File: src/design/supply_limit_pkg.sv
// Package of constants and types for the supply limit and sequencing bank.
package supply_limit_pkg;

  localparam int NUM_OUTPUTS = 2;
  localparam int CLK_PERIOD_NS = 10;
  localparam int NS_PER_US = 1000;
  localparam int CYCLES_PER_US = NS_PER_US / CLK_PERIOD_NS;

  // Register indexes; the byte address is four times the index.
  localparam logic [7:0] IDX_UV_THRESH = 8'h59;
  localparam logic [7:0] IDX_OC_THRESH = 8'h5b;
  localparam logic [7:0] IDX_ON_DELAY = 8'h60;
  localparam logic [7:0] IDX_RISE_TIME = 8'h61;
  localparam logic [7:0] IDX_OFF_DELAY = 8'h64;
  localparam logic [7:0] IDX_OUTPUT_PAGE = 8'h70;
  localparam logic [7:0] IDX_COMMIT = 8'h71;
  localparam logic [7:0] IDX_CONTROL = 8'h72;
  localparam logic [7:0] IDX_STATUS = 8'h73;
  localparam logic [7:0] IDX_VOUT_TARGET = 8'h74;

  localparam logic [15:0] RST_UV_THRESH = 16'h1f40;
  localparam logic [15:0] RST_OC_THRESH = 16'h0032;
  localparam logic [15:0] RST_ON_DELAY = 16'h0014;
  localparam logic [15:0] RST_RISE_TIME = 16'h01f4;
  localparam logic [15:0] RST_OFF_DELAY = 16'h0000;
  localparam logic [15:0] RST_VOUT_TARGET = 16'h0000;

  // Status field positions.
  localparam int ST_LOCKOUT = 0;
  localparam int ST_OVERCURRENT = 1;
  localparam int ST_PENDING = 2;
  localparam int ST_RAIL_ON_LSB = 4;
  localparam int ST_STATE_LSB = 8;

  // Both delay registers count in steps of 10 us.
  localparam int DELAY_STEP_US = 10;
  localparam int CYCLES_PER_STEP = DELAY_STEP_US * CYCLES_PER_US;

  typedef enum logic [2:0] {
    RAIL_OFF = 3'b000,
    RAIL_ON_DELAY = 3'b001,
    RAIL_RAMP = 3'b010,
    RAIL_ON = 3'b011,
    RAIL_OFF_DELAY = 3'b100
  } rail_state_e;

  typedef struct packed {
    logic [15:0] on_delay;
    logic [15:0] rise_time;
    logic [15:0] off_delay;
    logic [15:0] vout_target;
  } rail_cfg_s;

  typedef struct packed {
    rail_state_e state;
    logic on;
    logic [15:0] ramp_ref;
  } rail_stat_s;

endpackage : supply_limit_pkg

File: src/design/rail_sequencer.sv
// One output's power-on delay, ramp and power-off delay sequencer.
module rail_sequencer (
  input wire logic core_clk_i, // 100 MHz clock
  input wire logic rst_b_i, // async reset, active low
  input wire logic ce_i, // clock enable
  input supply_limit_pkg::rail_cfg_s cfg_i, // delays, rise, target
  input wire logic enable_i, // output enable request
  input wire logic lockout_i, // input undervoltage lockout
  output supply_limit_pkg::rail_stat_s stat_o // state and ramp reference
);

  supply_limit_pkg::rail_state_e state;
  supply_limit_pkg::rail_state_e next_state;
  // Ten bits hold the 1000 cycles of one 10 us step.
  logic [9:0] cyc_cnt;
  logic [15:0] step_cnt;
  logic [31:0] acc;
  logic [15:0] ramp_ref;

  wire go = enable_i & ~lockout_i;
  wire step_end = (cyc_cnt == 10'(supply_limit_pkg::CYCLES_PER_STEP - 1));
  wire on_done = (step_cnt >= cfg_i.on_delay);
  wire off_done = (step_cnt >= cfg_i.off_delay);
  // Cycles of the whole ramp; the ramp rises at most 1 mV per cycle, or jumps to the target when span is zero.
  wire [31:0] span = 32'(cfg_i.rise_time)
    * 32'(supply_limit_pkg::CYCLES_PER_US);
  wire [31:0] acc_sum = acc + 32'(cfg_i.vout_target);
  wire ramp_done = (ramp_ref >= cfg_i.vout_target);
  wire in_delay = (state == supply_limit_pkg::RAIL_ON_DELAY)
    | (state == supply_limit_pkg::RAIL_OFF_DELAY);

  always_comb begin
    next_state = state;
    case (state)
      supply_limit_pkg::RAIL_OFF: begin
        if (go) next_state = supply_limit_pkg::RAIL_ON_DELAY;
      end
      supply_limit_pkg::RAIL_ON_DELAY: begin
        if (!go) next_state = supply_limit_pkg::RAIL_OFF;
        else if (on_done) next_state = supply_limit_pkg::RAIL_RAMP; // RULE13
      end
      supply_limit_pkg::RAIL_RAMP: begin
        if (!go) next_state = supply_limit_pkg::RAIL_OFF_DELAY;
        else if (ramp_done) next_state = supply_limit_pkg::RAIL_ON;
      end
      supply_limit_pkg::RAIL_ON: begin
        if (!go) next_state = supply_limit_pkg::RAIL_OFF_DELAY;
      end
      supply_limit_pkg::RAIL_OFF_DELAY: begin
        if (off_done) next_state = supply_limit_pkg::RAIL_OFF; // RULE13
      end
      default: next_state = supply_limit_pkg::RAIL_OFF;
    endcase
  end

  // Delays are counted in 10 us steps of CYCLES_PER_STEP cycles.
  always_ff @(posedge core_clk_i or negedge rst_b_i) begin
    if (!rst_b_i) begin
      cyc_cnt <= 10'h000;
      step_cnt <= 16'h0000;
    end else if (ce_i) begin
      if (!in_delay || next_state != state) begin
        cyc_cnt <= 10'h000;
        step_cnt <= 16'h0000;
      end else if (step_end) begin
        cyc_cnt <= 10'h000;
        step_cnt <= step_cnt + 16'h0001; // RULE6 RULE10
      end else begin
        cyc_cnt <= cyc_cnt + 10'h001;
      end
    end
  end

  always_ff @(posedge core_clk_i or negedge rst_b_i) begin
    if (!rst_b_i) begin
      state <= supply_limit_pkg::RAIL_OFF;
      acc <= 32'h00000000;
      ramp_ref <= 16'h0000;
    end else if (ce_i) begin
      state <= next_state;
      if (state != supply_limit_pkg::RAIL_RAMP) begin
        acc <= 32'h00000000;
        if (state == supply_limit_pkg::RAIL_OFF) ramp_ref <= 16'h0000;
      end else if (span == 32'h00000000) begin
        ramp_ref <= cfg_i.vout_target; // RULE8
      end else if (!ramp_done && acc_sum >= span) begin
        acc <= acc_sum - span; // RULE8 RULE9
        ramp_ref <= ramp_ref + 16'h0001;
      end else if (!ramp_done) begin
        acc <= acc_sum;
      end
    end
  end

  assign stat_o.state = state;
  assign stat_o.on = (state != supply_limit_pkg::RAIL_OFF);
  assign stat_o.ramp_ref = ramp_ref;

endmodule : rail_sequencer

File: src/design/supply_limit_sequencing_regs.sv
// Supply limit and sequencing register bank with Avalon-MM slave.
//
// Function
// RULE1: Undervoltage threshold 16 bits, default 8000 mV.
// RULE2: Host keeps undervoltage threshold within 16000 mV.
// RULE3: Input below threshold raises the lockout.
// RULE4: Gated settings wait for the commit command.
// RULE5: Overcurrent threshold 16 bits, default 50 A.
// RULE6: Power-on delay counts 10 us steps.
// RULE7: Host keeps power-on delay 200 to 655340 us.
// RULE8: Rise time in microseconds, default 500.
// RULE9: Ramp rate fixed from target at commit.
// RULE10: Power-off delay counts 10 us steps.
// RULE11: Delays and rise time kept per output.
// RULE12: Undervoltage threshold shared, independent of page.
// RULE13: Ramp after on delay, shutdown after off.
module supply_limit_sequencing_regs (
  input wire logic core_clk_i, // 100 MHz clock
  input wire logic rst_b_i, // async reset, active low
  input wire logic ce_i, // clock enable, freezes state when low
  input wire logic [9:0] avs_address, // byte address
  input wire logic avs_read, // read request
  input wire logic avs_write, // write request
  input wire logic [31:0] avs_writedata, // write data
  input wire logic [3:0] avs_byteenable, // byte lanes
  output logic [31:0] avs_readdata, // read data, registered
  output logic avs_waitrequest, // high until access completes
  input wire logic [15:0] vin_mv_i, // input voltage, mV
  input wire logic [15:0] iin_a_i, // input current, A
  output logic input_lockout_o, // input undervoltage lockout
  output logic input_overcurrent_o, // input overcurrent flag
  output logic [1:0] rail_on_o, // output sequencing active
  output logic [31:0] ramp_ref_o // two 16-bit ramp references
);

  localparam int N = supply_limit_pkg::NUM_OUTPUTS;

  // Word index match against a register index.
  function automatic logic hit(input logic [9:0] addr,
                               input logic [7:0] idx);
    hit = (addr[9:2] == idx);
  endfunction : hit

  // Byte-lane merge of a 16-bit register with new write data.
  function automatic logic [15:0] merge16(input logic [15:0] old,
                                          input logic [31:0] wd,
                                          input logic [3:0] be);
    merge16 = {be[1] ? wd[15:8] : old[15:8],
               be[0] ? wd[7:0] : old[7:0]};
  endfunction : merge16

  logic ack;
  logic [31:0] rdata;
  logic page;
  logic [1:0] enable;
  logic pending;
  logic [15:0] uv_pending;
  logic [15:0] uv_active;
  logic [15:0] oc_pending;
  logic [15:0] oc_active;
  logic lockout;
  logic overcurrent;

  wire req = avs_read | avs_write;
  wire wr_fire = avs_write & ack;
  wire rd_take = avs_read & ~ack;

  // One wait cycle: the answer comes in the cycle after the request.
  assign avs_waitrequest = req & ~ack;

  wire wr_uv = wr_fire & hit(avs_address,
    supply_limit_pkg::IDX_UV_THRESH);
  wire wr_oc = wr_fire & hit(avs_address,
    supply_limit_pkg::IDX_OC_THRESH);
  wire wr_on = wr_fire & hit(avs_address,
    supply_limit_pkg::IDX_ON_DELAY);
  wire wr_rise = wr_fire & hit(avs_address,
    supply_limit_pkg::IDX_RISE_TIME);
  wire wr_off = wr_fire & hit(avs_address,
    supply_limit_pkg::IDX_OFF_DELAY);
  wire wr_vout = wr_fire & hit(avs_address,
    supply_limit_pkg::IDX_VOUT_TARGET);
  wire wr_page = wr_fire & hit(avs_address,
    supply_limit_pkg::IDX_OUTPUT_PAGE);
  wire wr_ctrl = wr_fire & hit(avs_address,
    supply_limit_pkg::IDX_CONTROL);
  wire commit = wr_fire & hit(avs_address,
    supply_limit_pkg::IDX_COMMIT);
  wire gated_wr = wr_uv | wr_oc | wr_rise | wr_vout;

  always_ff @(posedge core_clk_i or negedge rst_b_i) begin
    if (!rst_b_i) begin
      ack <= 1'b0;
    end else if (ce_i) begin
      ack <= req & ~ack;
    end
  end

  always_ff @(posedge core_clk_i or negedge rst_b_i) begin
    if (!rst_b_i) begin
      avs_readdata <= 32'h00000000;
    end else if (ce_i && rd_take) begin
      avs_readdata <= rdata;
    end
  end

  // Shared input thresholds, one copy each regardless of page.
  always_ff @(posedge core_clk_i or negedge rst_b_i) begin
    if (!rst_b_i) begin
      uv_pending <= supply_limit_pkg::RST_UV_THRESH; // RULE1
      oc_pending <= supply_limit_pkg::RST_OC_THRESH; // RULE5
    end else if (ce_i) begin
      if (wr_uv) begin
        uv_pending <= merge16(uv_pending, avs_writedata,
                              avs_byteenable); // RULE12
      end
      if (wr_oc) begin
        oc_pending <= merge16(oc_pending, avs_writedata,
                              avs_byteenable);
      end
    end
  end

  // Old thresholds stay in force until a commit copies the new ones.
  always_ff @(posedge core_clk_i or negedge rst_b_i) begin
    if (!rst_b_i) begin
      uv_active <= supply_limit_pkg::RST_UV_THRESH; // RULE1
      oc_active <= supply_limit_pkg::RST_OC_THRESH; // RULE5
    end else if (ce_i && commit) begin
      uv_active <= uv_pending; // RULE4
      oc_active <= oc_pending; // RULE4
    end
  end

  always_ff @(posedge core_clk_i or negedge rst_b_i) begin
    if (!rst_b_i) begin
      pending <= 1'b0;
    end else if (ce_i) begin
      if (commit) pending <= 1'b0;
      else if (gated_wr) pending <= 1'b1;
    end
  end

  always_ff @(posedge core_clk_i or negedge rst_b_i) begin
    if (!rst_b_i) begin
      page <= 1'b0;
      enable <= 2'b00;
    end else if (ce_i) begin
      if (wr_page && avs_byteenable[0]) page <= avs_writedata[0];
      if (wr_ctrl && avs_byteenable[0]) enable <= avs_writedata[1:0];
    end
  end

  // The measurements come from converter logic on this same clock.
  always_ff @(posedge core_clk_i or negedge rst_b_i) begin
    if (!rst_b_i) begin
      lockout <= 1'b1;
      overcurrent <= 1'b0;
    end else if (ce_i) begin
      lockout <= (vin_mv_i < uv_active); // RULE3
      overcurrent <= (iin_a_i > oc_active); // RULE5
    end
  end

  assign input_lockout_o = lockout;
  assign input_overcurrent_o = overcurrent;

  supply_limit_pkg::rail_stat_s stat [N];
  logic [15:0] rd_on [N];
  logic [15:0] rd_rise [N];
  logic [15:0] rd_off [N];
  logic [15:0] rd_vout [N];

  // Per-output copies, reached through the output page.
  for (genvar g = 0; g < N; g++) begin : gen_rail
    logic [15:0] on_delay;
    logic [15:0] off_delay;
    logic [15:0] rise_pending;
    logic [15:0] rise_active;
    logic [15:0] vout_pending;
    logic [15:0] vout_active;
    supply_limit_pkg::rail_cfg_s cfg;

    wire sel = (page == 1'(g)); // RULE11

    always_ff @(posedge core_clk_i or negedge rst_b_i) begin
      if (!rst_b_i) begin
        on_delay <= supply_limit_pkg::RST_ON_DELAY; // RULE6
        off_delay <= supply_limit_pkg::RST_OFF_DELAY; // RULE10
      end else if (ce_i && sel) begin
        if (wr_on) begin
          on_delay <= merge16(on_delay, avs_writedata,
                              avs_byteenable); // RULE11
        end
        if (wr_off) begin
          off_delay <= merge16(off_delay, avs_writedata,
                               avs_byteenable); // RULE11
        end
      end
    end

    always_ff @(posedge core_clk_i or negedge rst_b_i) begin
      if (!rst_b_i) begin
        rise_pending <= supply_limit_pkg::RST_RISE_TIME; // RULE8
        vout_pending <= supply_limit_pkg::RST_VOUT_TARGET;
      end else if (ce_i && sel) begin
        if (wr_rise) begin
          rise_pending <= merge16(rise_pending, avs_writedata,
                                  avs_byteenable);
        end
        if (wr_vout) begin
          vout_pending <= merge16(vout_pending, avs_writedata,
                                  avs_byteenable);
        end
      end
    end

    // Commit applies every page, and the ramp rate follows the
    // target captured here, not later target writes.
    always_ff @(posedge core_clk_i or negedge rst_b_i) begin
      if (!rst_b_i) begin
        rise_active <= supply_limit_pkg::RST_RISE_TIME; // RULE8
        vout_active <= supply_limit_pkg::RST_VOUT_TARGET;
      end else if (ce_i && commit) begin
        rise_active <= rise_pending; // RULE4
        vout_active <= vout_pending; // RULE9
      end
    end

    assign cfg.on_delay = on_delay;
    assign cfg.off_delay = off_delay;
    assign cfg.rise_time = rise_active;
    assign cfg.vout_target = vout_active;

    rail_sequencer u_seq (
      .core_clk_i(core_clk_i),
      .rst_b_i(rst_b_i),
      .ce_i(ce_i),
      .cfg_i(cfg),
      .enable_i(enable[g]),
      .lockout_i(lockout), // RULE3
      .stat_o(stat[g])
    );

    assign rd_on[g] = on_delay;
    assign rd_off[g] = off_delay;
    assign rd_rise[g] = rise_pending;
    assign rd_vout[g] = vout_pending;
    assign rail_on_o[g] = stat[g].on;
    assign ramp_ref_o[16*g +: 16] = stat[g].ramp_ref;
  end

  wire [15:0] status_word = {
    5'h00,
    stat[1].state,
    2'h0,
    stat[1].on,
    stat[0].on,
    1'b0,
    pending,
    overcurrent,
    lockout
  };

  wire [15:0] page_on = rd_on[page];
  wire [15:0] page_off = rd_off[page];
  wire [15:0] page_rise = rd_rise[page];
  wire [15:0] page_vout = rd_vout[page];

  // Reads return the last written value; unmapped words read zero.
  wire [15:0] rd16 =
    hit(avs_address, supply_limit_pkg::IDX_UV_THRESH) ? uv_pending :
    hit(avs_address, supply_limit_pkg::IDX_OC_THRESH) ? oc_pending :
    hit(avs_address, supply_limit_pkg::IDX_ON_DELAY) ? page_on :
    hit(avs_address, supply_limit_pkg::IDX_RISE_TIME) ? page_rise :
    hit(avs_address, supply_limit_pkg::IDX_OFF_DELAY) ? page_off :
    hit(avs_address, supply_limit_pkg::IDX_VOUT_TARGET) ? page_vout :
    hit(avs_address, supply_limit_pkg::IDX_OUTPUT_PAGE) ?
      {15'h0000, page} :
    hit(avs_address, supply_limit_pkg::IDX_CONTROL) ?
      {14'h0000, enable} :
    hit(avs_address, supply_limit_pkg::IDX_STATUS) ? status_word :
    16'h0000;

  assign rdata = {16'h0000, rd16};

endmodule : supply_limit_sequencing_regs

File: config.mk
export PLATFORM = sky130hd
export DESIGN_NAME = supply_limit_sequencing_regs
export DESIGN_NICKNAME = d
export VERILOG_FILES = /design/src/design/supply_limit_pkg.sv /design/src/design/rail_sequencer.sv /design/src/design/supply_limit_sequencing_regs.sv
export SDC_FILE = /design/constraint.sdc
export NUM_CORES = 1
export LEC_CHECK = 0
export BUFFER_PORTS_ARGS = -buffer_cell sky130_fd_sc_hd__buf_2
export CAP_MARGIN = 15
export CORE_ASPECT_RATIO = 1.5
export CORE_MARGIN = 1.5
export CORE_UTILIZATION = 25
export CTS_BUF_LIST = sky130_fd_sc_hd__clkbuf_4
export DETAILED_ROUTE_END_ITERATION = 12
export GPL_ROUTABILITY_DRIVEN = 0
export PLACE_DENSITY = 0.49
export SLEW_MARGIN = 40
export SYNTH_ARGS = -nofsm -noshare
export SYNTH_HDL_FRONTEND = slang
export SYNTH_HIERARCHICAL = 1
export SYNTH_SLANG_ARGS = --single-unit
File: constraint.sdc
create_clock -name core_clk_i -period 15.6 [get_ports core_clk_i]
set_input_delay 0.78 -clock core_clk_i [delete_from_list [all_inputs] [get_ports core_clk_i]]
set_output_delay 0.78 -clock core_clk_i [all_outputs]
set_load 0.01 [all_outputs]
==> results of run 1 <==
[flip-flops by register name, indices dropped and copies added (netlist names)]
name	count
uv_pending	16
gen_rail.off_delay	32
oc_active	16
gen_rail.vout_pending	32
gen_rail.u_seq/state	6
input_overcurrent_o	1
pending	1
gen_rail.vout_active	32
gen_rail.u_seq/ramp_ref	32
gen_rail.u_seq/step_cnt	32
gen_rail.on_delay	32
gen_rail.u_seq/acc	64
enable	2
oc_pending	16
uv_active	16
gen_rail.rise_active	32
ack	1
gen_rail.rise_pending	32
gen_rail.sel	1
avs_readdata	16
input_lockout_o	1
gen_rail.u_seq/cyc_cnt	20
[worst max-delay path by stage]
stage,endpoint,slack [ns]
2_1_floorplan,gen_rail[1].u_seq/acc[31],10.07
3_3_place_gp,gen_rail[0].u_seq/ramp_ref[4],8.73
3_5_place_dp,gen_rail[1].u_seq/acc[7],8.73
4_1_cts,gen_rail[1].u_seq/acc[7],8.68
5_1_grt,gen_rail[0].u_seq/ramp_ref[15],8.33
6_report,gen_rail[1].u_seq/acc[7],8.71
[cell usage in the layout (no fill, tap or decap), types with 116 or more instances in the layout]
master      n
ha_1      313
nand2_1   190
clkbuf_4  175
nor2_1    172
mux2_2    275
o21ai_0   136
dfrtp_1   385
inv_1     290
a21oi_1   185
buf_2     116
[worst register-to-register path, cell delays in order, from the launching register on]
cell and delay (ns):
dfstp_2 0.59, ha_1 0.26, ha_1 0.29, inv_1 0.05, fa_1 0.50, inv_1 0.04, ha_1 0.34, a21o_1 0.22
nor3_1 0.22, a211oi_1 0.16, o211a_1 0.29, or4_1 0.47, o211ai_1 0.19, ha_1 0.27, and3_1 0.19, and3b_1 0.25
nand4_1 0.13, or3_1 0.45, o2111ai_1 0.35, o41a_1 0.34, buf_4 0.40, nor2_1 0.10, a2111oi_0 0.55, a21o_1 0.14
[area by class of cell]
class	count	area, um^2
antenna	5	12.5
clock buffer	175	1310
clock inverter	42	226
fill	13886	93000
inverter	291	1090
multi-input combinational	2562	20100
sequential	433	10900
tap	1722	2150
timing repair buffer	153	912
[through the flow]
stage | util (%) | hold slack, ns | cell area [um^2] | std cells | total power [W]
after floorplan | - | 0.450 | 32700 | 3429 | 0.00127
after global placement | 27.0 | 0.464 | 35100 | 5155 | 0.00137
after detailed placement | 27.1 | 0.479 | 35100 | 5160 | 0.00137
after CTS | 28.3 | 0.00923 | 36700 | 5378 | 0.00247
after global routing | 28.3 | 0.0939 | 36700 | 5383 | 0.00254
final | 28.3 | 0.130 | 36700 | 5383 | 0.00241
[timing repair]
action	in CTS	in global routing
hold buffers	1	0
endpoints found under the hold margin	60	0
resized for setup	0	0
[cell usage after synthesis (21+ instances only)]
library cell	n	area [um^2]
dfrtp_1	386	9660
ha_1	313	3920
inv_1	290	1090
mux2_2	275	3100
nand2_1	191	717
a21oi_1	186	931
nor2_1	173	649
o21ai_0	136	681
nand3_1	96	480
a21o_1	93	698
mux2i_1	81	811
xnor2_1	68	596
clkbuf_1	67	251
nor3_1	66	330
and3_1	53	332
nand2b_1	48	300
dfstp_2	47	1230
o31ai_1	47	353
xor2_1	47	412
nand4_1	43	269
and2_1	39	244
o21ai_1	38	190
nor2b_1	35	219
buf_2	34	170
or3_1	34	213
o211ai_1	33	248
a211oi_1	31	233
o21a_1	28	210
fa_1	26	521
a22o_1	23	201
nor4_1	23	144
o22ai_1	21	131
[power groups by stage]
stage / logic [W] / registers, W / clock network [W]
after floorplan: 0.0000847 / 0.00118 / 0
after global placement: 0.000177 / 0.00119 / 0
after detailed placement: 0.000180 / 0.00119 / 0
after CTS: 0.000181 / 0.00117 / 0.00111
after global routing: 0.000195 / 0.00117 / 0.00117
final: 0.000176 / 0.00117 / 0.00107
[logic make-up (layout without fill, tap and decap cells)]
logic type	after synthesis	in the layout	share of synthesized area, %
and+or+nand+nor	910	910	15.1
AOI/OAI and AO/OA	821	821	17.2
buffers and inverters	434	661	5.44
DFF	433	433	33.4
muxes	361	361	12.2
adders and majority gates	339	339	13.6
xor gates and xnor gates	115	115	3.08
other	1	21	0.0115
[per-layer routing]
layer  vias to the layer above  global-route usage, %  share of wire (%)
li1                      12806                      -                  -
met1                     12975                   16.5                 39
met2                       515                   29.8                 54
met3                       214                   2.04                3.0
met4                         8                   8.11                4.9
met5                         -                      0              0.043
==> impl_metrics.prom, run 1 <==
# TYPE chip_impl_metric gauge
chip_impl_info{name="run_status",value="finished clean"} 1
chip_impl_metric{name="dr.pass1.iters",unit=""} 5
chip_impl_metric{name="max_slew.worst_pin.slew",unit="ns"} 0.839
chip_impl_metric{name="pin_count",unit=""} 152
chip_impl_info{name="timing.rr.end",value="gen_rail[1].u_seq/acc[7]"} 1
chip_impl_info{name="cts_tree",value="built"} 1
chip_impl_metric{name="synth_cells",unit=""} 3414
chip_impl_metric{name="post_route_cells_drive_above_1_share",unit="%"} 20.5
chip_impl_metric{name="route.final.wire_length",unit="um"} 104000
chip_impl_metric{name="max_clock_freq",unit="GHz"} 0.145
chip_impl_info{name="cts.root.buffer_cell",value="clkbuf_4"} 1
chip_impl_metric{name="initial_utilization",unit="%"} 25.2
chip_impl_info{name="path_cells",value="ha_1 > ha_1 > inv_1 > fa_1 > inv_1 > ha_1 > a21o_1 > nor3_1 > a211oi_1 > o211a_1 > or4_1 > o211ai_1 > ha_1 > and3_1 > and3b_1 > nand4_1 > or3_1 > o2111ai_1 > o41a_1 > buf_4 > nor2_1 > a2111oi_0 > a21o_1"} 1
chip_impl_metric{name="post_synth_design_cell_area",unit="mm^2"} 0.0327
chip_impl_info{name="worst_hold_path_type",value="primary input to register"} 1
chip_impl_metric{name="vdd_ir_drop_max",unit="V"} 0.0000515
chip_impl_info{name="worst_hold_startpoint",value="avs_address[7]"} 1
chip_impl_metric{name="path_clk_slew",unit="ns"} 0.07
chip_impl_metric{name="worst_clock_skew",unit="ns"} 0.113
chip_impl_info{name="critical-path-slowest-cell",value="dfstp_2"} 1
chip_impl_metric{name="dpl_worst_slack",unit="ns"} 8.73
chip_impl_metric{name="area_growth",unit="%"} 12.4
chip_impl_metric{name="timing.final.crit_share",unit="%"} 44.2
chip_impl_metric{name="final_hold_vio_count",unit=""} 0
chip_impl_metric{name="ys_ff_latch",unit=""} 433
chip_impl_metric{name="detailedRoute.firstIterationViolations",unit=""} 1296
chip_impl_metric{name="cts-buffers-inserted",unit=""} 116
chip_impl_metric{name="drt-wirelength-per-cell",unit="um"} 19.3
chip_impl_metric{name="detail-route-antenna-nets",unit=""} 0
chip_impl_info{name="setup.worst_path.class",value="register to register"} 1
chip_impl_metric{name="cts.htree.levels",unit=""} 3
chip_impl_metric{name="cp.required",unit="ns"} 16.52
chip_impl_metric{name="route.vias.total",unit=""} 26518
chip_impl_metric{name="share_of_total_power_in_the_clock_network",unit="%"} 44.3
chip_impl_metric{name="grt_antenna_before_repair",unit=""} 15
chip_impl_metric{name="core_area",unit="mm^2"} 0.130
chip_impl_metric{name="final.setup.worst_slack",unit="ns"} 8.71
chip_impl_metric{name="die-width",unit="um"} 298
chip_impl_metric{name="max_stage_delay",unit="ns"} 0.59
chip_impl_metric{name="power_density",unit="mW/mm^2"} 65.8
chip_impl_metric{name="worstHoldPathCells",unit=""} 3
chip_impl_metric{name="clock_net_sink_count",unit=""} 433
chip_impl_metric{name="detailed_place_hpwl",unit="um"} 79700
chip_impl_metric{name="switching_share",unit="%"} 28.3
chip_impl_info{name="dominantRegCellSynth",value="dfrtp_1"} 1
chip_impl_metric{name="grt_first_pass_wirelength",unit="um"} 161000
chip_impl_info{name="min_delay_worst_endpoint",value="avs_readdata[0]"} 1
chip_impl_metric{name="setup-tns-final",unit="ns"} 0
chip_impl_metric{name="r2r_setup_slack",unit="ns"} 8.71
chip_impl_metric{name="synth_enable_flop_cells",unit=""} 0
chip_impl_metric{name="port_buffers",unit=""} 115
chip_impl_info{name="critical-path-top-cell-by-count",value="ha_1"} 1
chip_impl_metric{name="power.static_leakage",unit="nW"} 16.9
chip_impl_metric{name="overflow",unit=""} 0
chip_impl_info{name="critPathLaunchType",value="register"} 1
chip_impl_metric{name="die_outline_area",unit="mm^2"} 0.133
chip_impl_metric{name="ys_seq_area_share",unit="%"} 33.4
chip_impl_metric{name="ff2ff_path_depth",unit=""} 23
chip_impl_metric{name="seqPwrFrac",unit="%"} 48.4
chip_impl_metric{name="groute.usage.overall",unit="%"} 15.6
chip_impl_metric{name="total_buffers_and_inverters_traversed_by_the_critical_path",unit=""} 3
chip_impl_metric{name="synthDistinctLibCells",unit=""} 117
chip_impl_metric{name="p_sw",unit="W"} 0.000684
chip_impl_metric{name="grt_start_max_net_pins",unit=""} 95
chip_impl_metric{name="synth_warnings",unit=""} 6
chip_impl_metric{name="post_cts_buffers",unit=""} 0
chip_impl_metric{name="slew_violations",unit=""} 0
chip_impl_metric{name="arrival",unit="ns"} 7.81
chip_impl_metric{name="cts.path.max_buffers",unit=""} 3
chip_impl_metric{name="logic_pwr_share",unit="%"} 7.3
chip_impl_metric{name="syn-mean-instance-area",unit="um^2"} 9.57
chip_impl_metric{name="std_cell_rows",unit=""} 162
chip_impl_metric{name="setup_viol",unit=""} 0
chip_impl_metric{name="power.internal",unit="W"} 0.00173
chip_impl_metric{name="cap_violations",unit=""} 0
chip_impl_metric{name="die_h",unit="um"} 446
chip_impl_metric{name="finalNetCount",unit=""} 3979
chip_impl_metric{name="via_count_of_the_first_global_routing_pass",unit=""} 27446
chip_impl_info{name="critical-path-top-delay-family",value="compound AO/OA/AOI/OAI gates"} 1
chip_impl_metric{name="slew-limit-headroom",unit="%"} 43.8
chip_impl_metric{name="timing.critical_path.fanout_max",unit=""} 27
chip_impl_metric{name="async_reset_ff_share",unit="%"} 100
chip_impl_metric{name="fin_crit",unit="ns"} 6.89
chip_impl_metric{name="clock_latency",unit="ns"} 1.04
chip_impl_info{name="critical_path.endpoint_type",value="register"} 1
chip_impl_metric{name="detail_route.drc_violations",unit=""} 0
chip_impl_info{name="critical_path.reg2reg.startpoint",value="gen_rail[1].rise_active[6]"} 1
chip_impl_metric{name="crit_cells",unit=""} 23
chip_impl_info{name="startpoint",value="gen_rail[1].rise_active[6]"} 1
chip_impl_info{name="grt_setup_unrepaired",value="no"} 1
chip_impl_metric{name="via_density",unit=""} 4.93
Power figures use the tool's default switching activity.
==> inputs of run 2 (changes only) <==
- clock period: 15.6 -> 6.9 ns (I/O delays scaled with it)
==> run 2 against run 1 <==
Critical path depth down 2. Register-to-register slack got worse by 8.2 ns. Global-route usage rose by 0.18 points. Sequential power is 130% higher. Utilization rose by 0.51 points. Critical endpoint is now gen_rail[1].u_seq/ramp_ref[10]. Largest cell class unchanged. Largest power group unchanged. Highest routed layer unchanged.
==> impl_metrics.prom, run 2 (synthesis gave the netlist of run 1 again) <==
# TYPE chip_impl_metric gauge
chip_impl_info{name="run_status",value="finished clean"} 1
chip_impl_info{name="critPathLaunchType",value="register"} 1
chip_impl_metric{name="vdd_ir_drop_max",unit="V"} 0.000125
chip_impl_metric{name="post_route_cells_drive_above_1_share",unit="%"} 21.0
chip_impl_metric{name="core_area",unit="mm^2"} 0.130
chip_impl_metric{name="cts-buffers-inserted",unit=""} 114
chip_impl_metric{name="groute.usage.overall",unit="%"} 15.8
chip_impl_metric{name="cp.required",unit="ns"} 7.70
chip_impl_metric{name="path_clk_slew",unit="ns"} 0.07
chip_impl_metric{name="fin_worst_hold_slack",unit="ns"} 0.214
chip_impl_metric{name="slew_violations",unit=""} 0
chip_impl_metric{name="power_density",unit="mW/mm^2"} 148
chip_impl_info{name="setup.worst_path.class",value="register to register"} 1
chip_impl_metric{name="dpl.cell_count",unit=""} 5171
chip_impl_metric{name="worst_clock_skew",unit="ns"} 0.112
chip_impl_metric{name="detail-route-antenna-nets",unit=""} 0
chip_impl_metric{name="grt_antenna_before_repair",unit=""} 5
chip_impl_metric{name="overflow",unit=""} 0
chip_impl_metric{name="grt_start_max_net_pins",unit=""} 148
chip_impl_metric{name="cts.path.max_buffers",unit=""} 3
chip_impl_metric{name="drt-wirelength-per-cell",unit="um"} 19.4
chip_impl_metric{name="clock_latency",unit="ns"} 1.04
chip_impl_metric{name="post_layout_nonfiller_instances",unit=""} 5438
chip_impl_metric{name="detail_route.drc_violations",unit=""} 0
chip_impl_metric{name="grtUsageMet3",unit="%"} 2.02
chip_impl_metric{name="timing.critical_path.fanout_max",unit=""} 10
chip_impl_info{name="cts_tree",value="built"} 1
chip_impl_metric{name="std_cell_rows",unit=""} 162
chip_impl_info{name="critical-path-top-delay-family",value="simple AND/OR/NAND/NOR gates"} 1
chip_impl_metric{name="area_growth",unit="%"} 14.4
chip_impl_info{name="registers.top_by_ff_count",value="gen_rail.u_seq/acc"} 1
chip_impl_info{name="path_cells",value="ha_1 > ha_1 > fa_1 > ha_1 > nor2b_1 > o31ai_1 > a211oi_1 > o211a_1 > or4_1 > o211ai_1 > ha_1 > and3_1 > and3b_1 > nand4_1 > or3_1 > o2111ai_1 > o41a_1 > and3_1 > nand2_1 > nand3_1 > o21ai_0"} 1
chip_impl_info{name="worst_hold_path_type",value="primary input to register"} 1
chip_impl_info{name="cts.root.buffer_cell",value="clkbuf_4"} 1
chip_impl_info{name="commonest_cells_after_routing_fill_and_taps_aside",value="dfrtp_1 (385), ha_1 (313), inv_1 (290), mux2_2 (275), clkbuf_4 (191)"} 1
chip_impl_metric{name="die-width",unit="um"} 298
chip_impl_metric{name="timing.final.crit_share",unit="%"} 93.1
chip_impl_metric{name="route.vias.total",unit=""} 26808
chip_impl_metric{name="power.static_leakage",unit="nW"} 17.2
chip_impl_metric{name="via_density",unit=""} 4.93
chip_impl_metric{name="initial_utilization",unit="%"} 25.2
chip_impl_metric{name="detailed_place_hpwl",unit="um"} 80100
chip_impl_metric{name="met1_usage",unit="%"} 16.8
chip_impl_metric{name="num-fill-cells",unit=""} 13887
chip_impl_metric{name="clock_net_sink_count",unit=""} 433
chip_impl_metric{name="grt_util_met2",unit="%"} 30.0
chip_impl_info{name="critical_path.endpoint_type",value="register"} 1
chip_impl_metric{name="detailedRoute.firstIterationViolations",unit=""} 1249
chip_impl_metric{name="pin_count",unit=""} 152
chip_impl_metric{name="die_outline_area",unit="mm^2"} 0.133
chip_impl_metric{name="p_total",unit="W"} 0.00552
chip_impl_metric{name="cap_violations",unit=""} 0
chip_impl_metric{name="total_buffers_and_inverters_traversed_by_the_critical_path",unit=""} 0
chip_impl_metric{name="max_stage_delay",unit="ns"} 0.58
chip_impl_metric{name="final_hold_vio_count",unit=""} 0
chip_impl_metric{name="grt_first_pass_wirelength",unit="um"} 162000
chip_impl_info{name="grt_setup_unrepaired",value="no"} 1
chip_impl_metric{name="dr.pass1.iters",unit=""} 5
chip_impl_metric{name="cts.htree.levels",unit=""} 3
chip_impl_metric{name="largest_reg_flops",unit=""} 64
chip_impl_metric{name="via_count_of_the_first_global_routing_pass",unit=""} 27637
chip_impl_info{name="grt-busiest-layer",value="met2"} 1
chip_impl_metric{name="setup-tns-final",unit="ns"} 0
chip_impl_metric{name="fin_crit",unit="ns"} 6.43
chip_impl_metric{name="max_slew.worst_pin.slew",unit="ns"} 0.797
chip_impl_info{name="critical-path-slowest-cell",value="dfstp_2"} 1
chip_impl_metric{name="max_clock_freq",unit="GHz"} 0.156
chip_impl_metric{name="die_h",unit="um"} 446
chip_impl_metric{name="arrival",unit="ns"} 7.22
chip_impl_metric{name="setup_viol",unit=""} 0
chip_impl_metric{name="slew-limit-headroom",unit="%"} 46.6
chip_impl_info{name="critical-path-top-cell-by-count",value="ha_1"} 1
chip_impl_info{name="mostFrequentLayoutCell",value="dfrtp_1"} 1
chip_impl_metric{name="port_buffers",unit=""} 115
chip_impl_metric{name="finalNetCount",unit=""} 4038
chip_impl_metric{name="route.final.wire_length",unit="um"} 106000
-- run 2: where the power goes --
part           internal (W)  leakage, nW  switching (W)
Sequential          0.00258         5.83      0.0000619
Clock               0.00125        0.929        0.00119
Combinational      0.000146         10.5       0.000286
-- run 2: per-layer routing --
layer / wire [um] / vias to the layer above
li1: - / 12911
met1: 40300 / 13161
met2: 56500 / 524
met3: 3450 / 210
met4: 5370 / 2
met5: 13 / -
-- run 2: repair_timing --
action                                 CTS  global route
resized for setup                        0             1
endpoints found under the hold margin  581             0
setup endpoints to repair                0            12
buffers inserted                         0             1
hold buffers                            48             0
-- run 2: path summary, 6_finish.rpt --
kind / start / to / slack, ns / cells after the start
worst min register to register: gen_rail[0].u_seq/acc[7] / gen_rail[0].u_seq/acc[7] / 0.49 / 2
worst max register to register: gen_rail[1].rise_active[2] / gen_rail[1].u_seq/ramp_ref[10] / 0.47 / 21
min in group asynchronous: rst_b_i / gen_rail[0].u_seq/acc[2] / 0.55 / 4
worst max-delay path: gen_rail[1].rise_active[2] / gen_rail[1].u_seq/ramp_ref[10] / 0.47 / 21
worst min-delay path: avs_address[6] / avs_readdata[14] / 0.21 / 4
max in group asynchronous: rst_b_i / oc_active[5] / 5.53 / 5
-- run 2: worst min-delay path, cell delays in order --
cell,delay [ns]
buf_2,0.23
and4bb_2,0.34
a22oi_1,0.18
a21oi_1,0.08
-- run 2: area by class of cell --
| type | instances | area, um^2 | area share, % |
|---|---|---|---|
| tap | 1722 | 2150 | 5.76 |
| timing repair buffer | 214 | 1550 | 4.15 |
| clock inverter | 20 | 118 | 0.315 |
| inverter | 291 | 1090 | 2.92 |
| sequential | 433 | 10900 | 29.2 |
| antenna | 5 | 12.5 | 0.0335 |
| clock buffer | 191 | 1430 | 3.84 |
| multi-input combinational | 2562 | 20100 | 53.8 |
-- run 2: through the flow --
stage | worst slack (ns) | instance area, um^2 | util (%)
global route | 0.0127 | 37400 | 28.8
detailed placement | 0.391 | 35200 | 27.2
floorplan | 1.37 | 32700 | -
finish | 0.473 | 37400 | 28.8
CTS | 0.361 | 37300 | 28.7
global placement | 0.434 | 35200 | 27.1
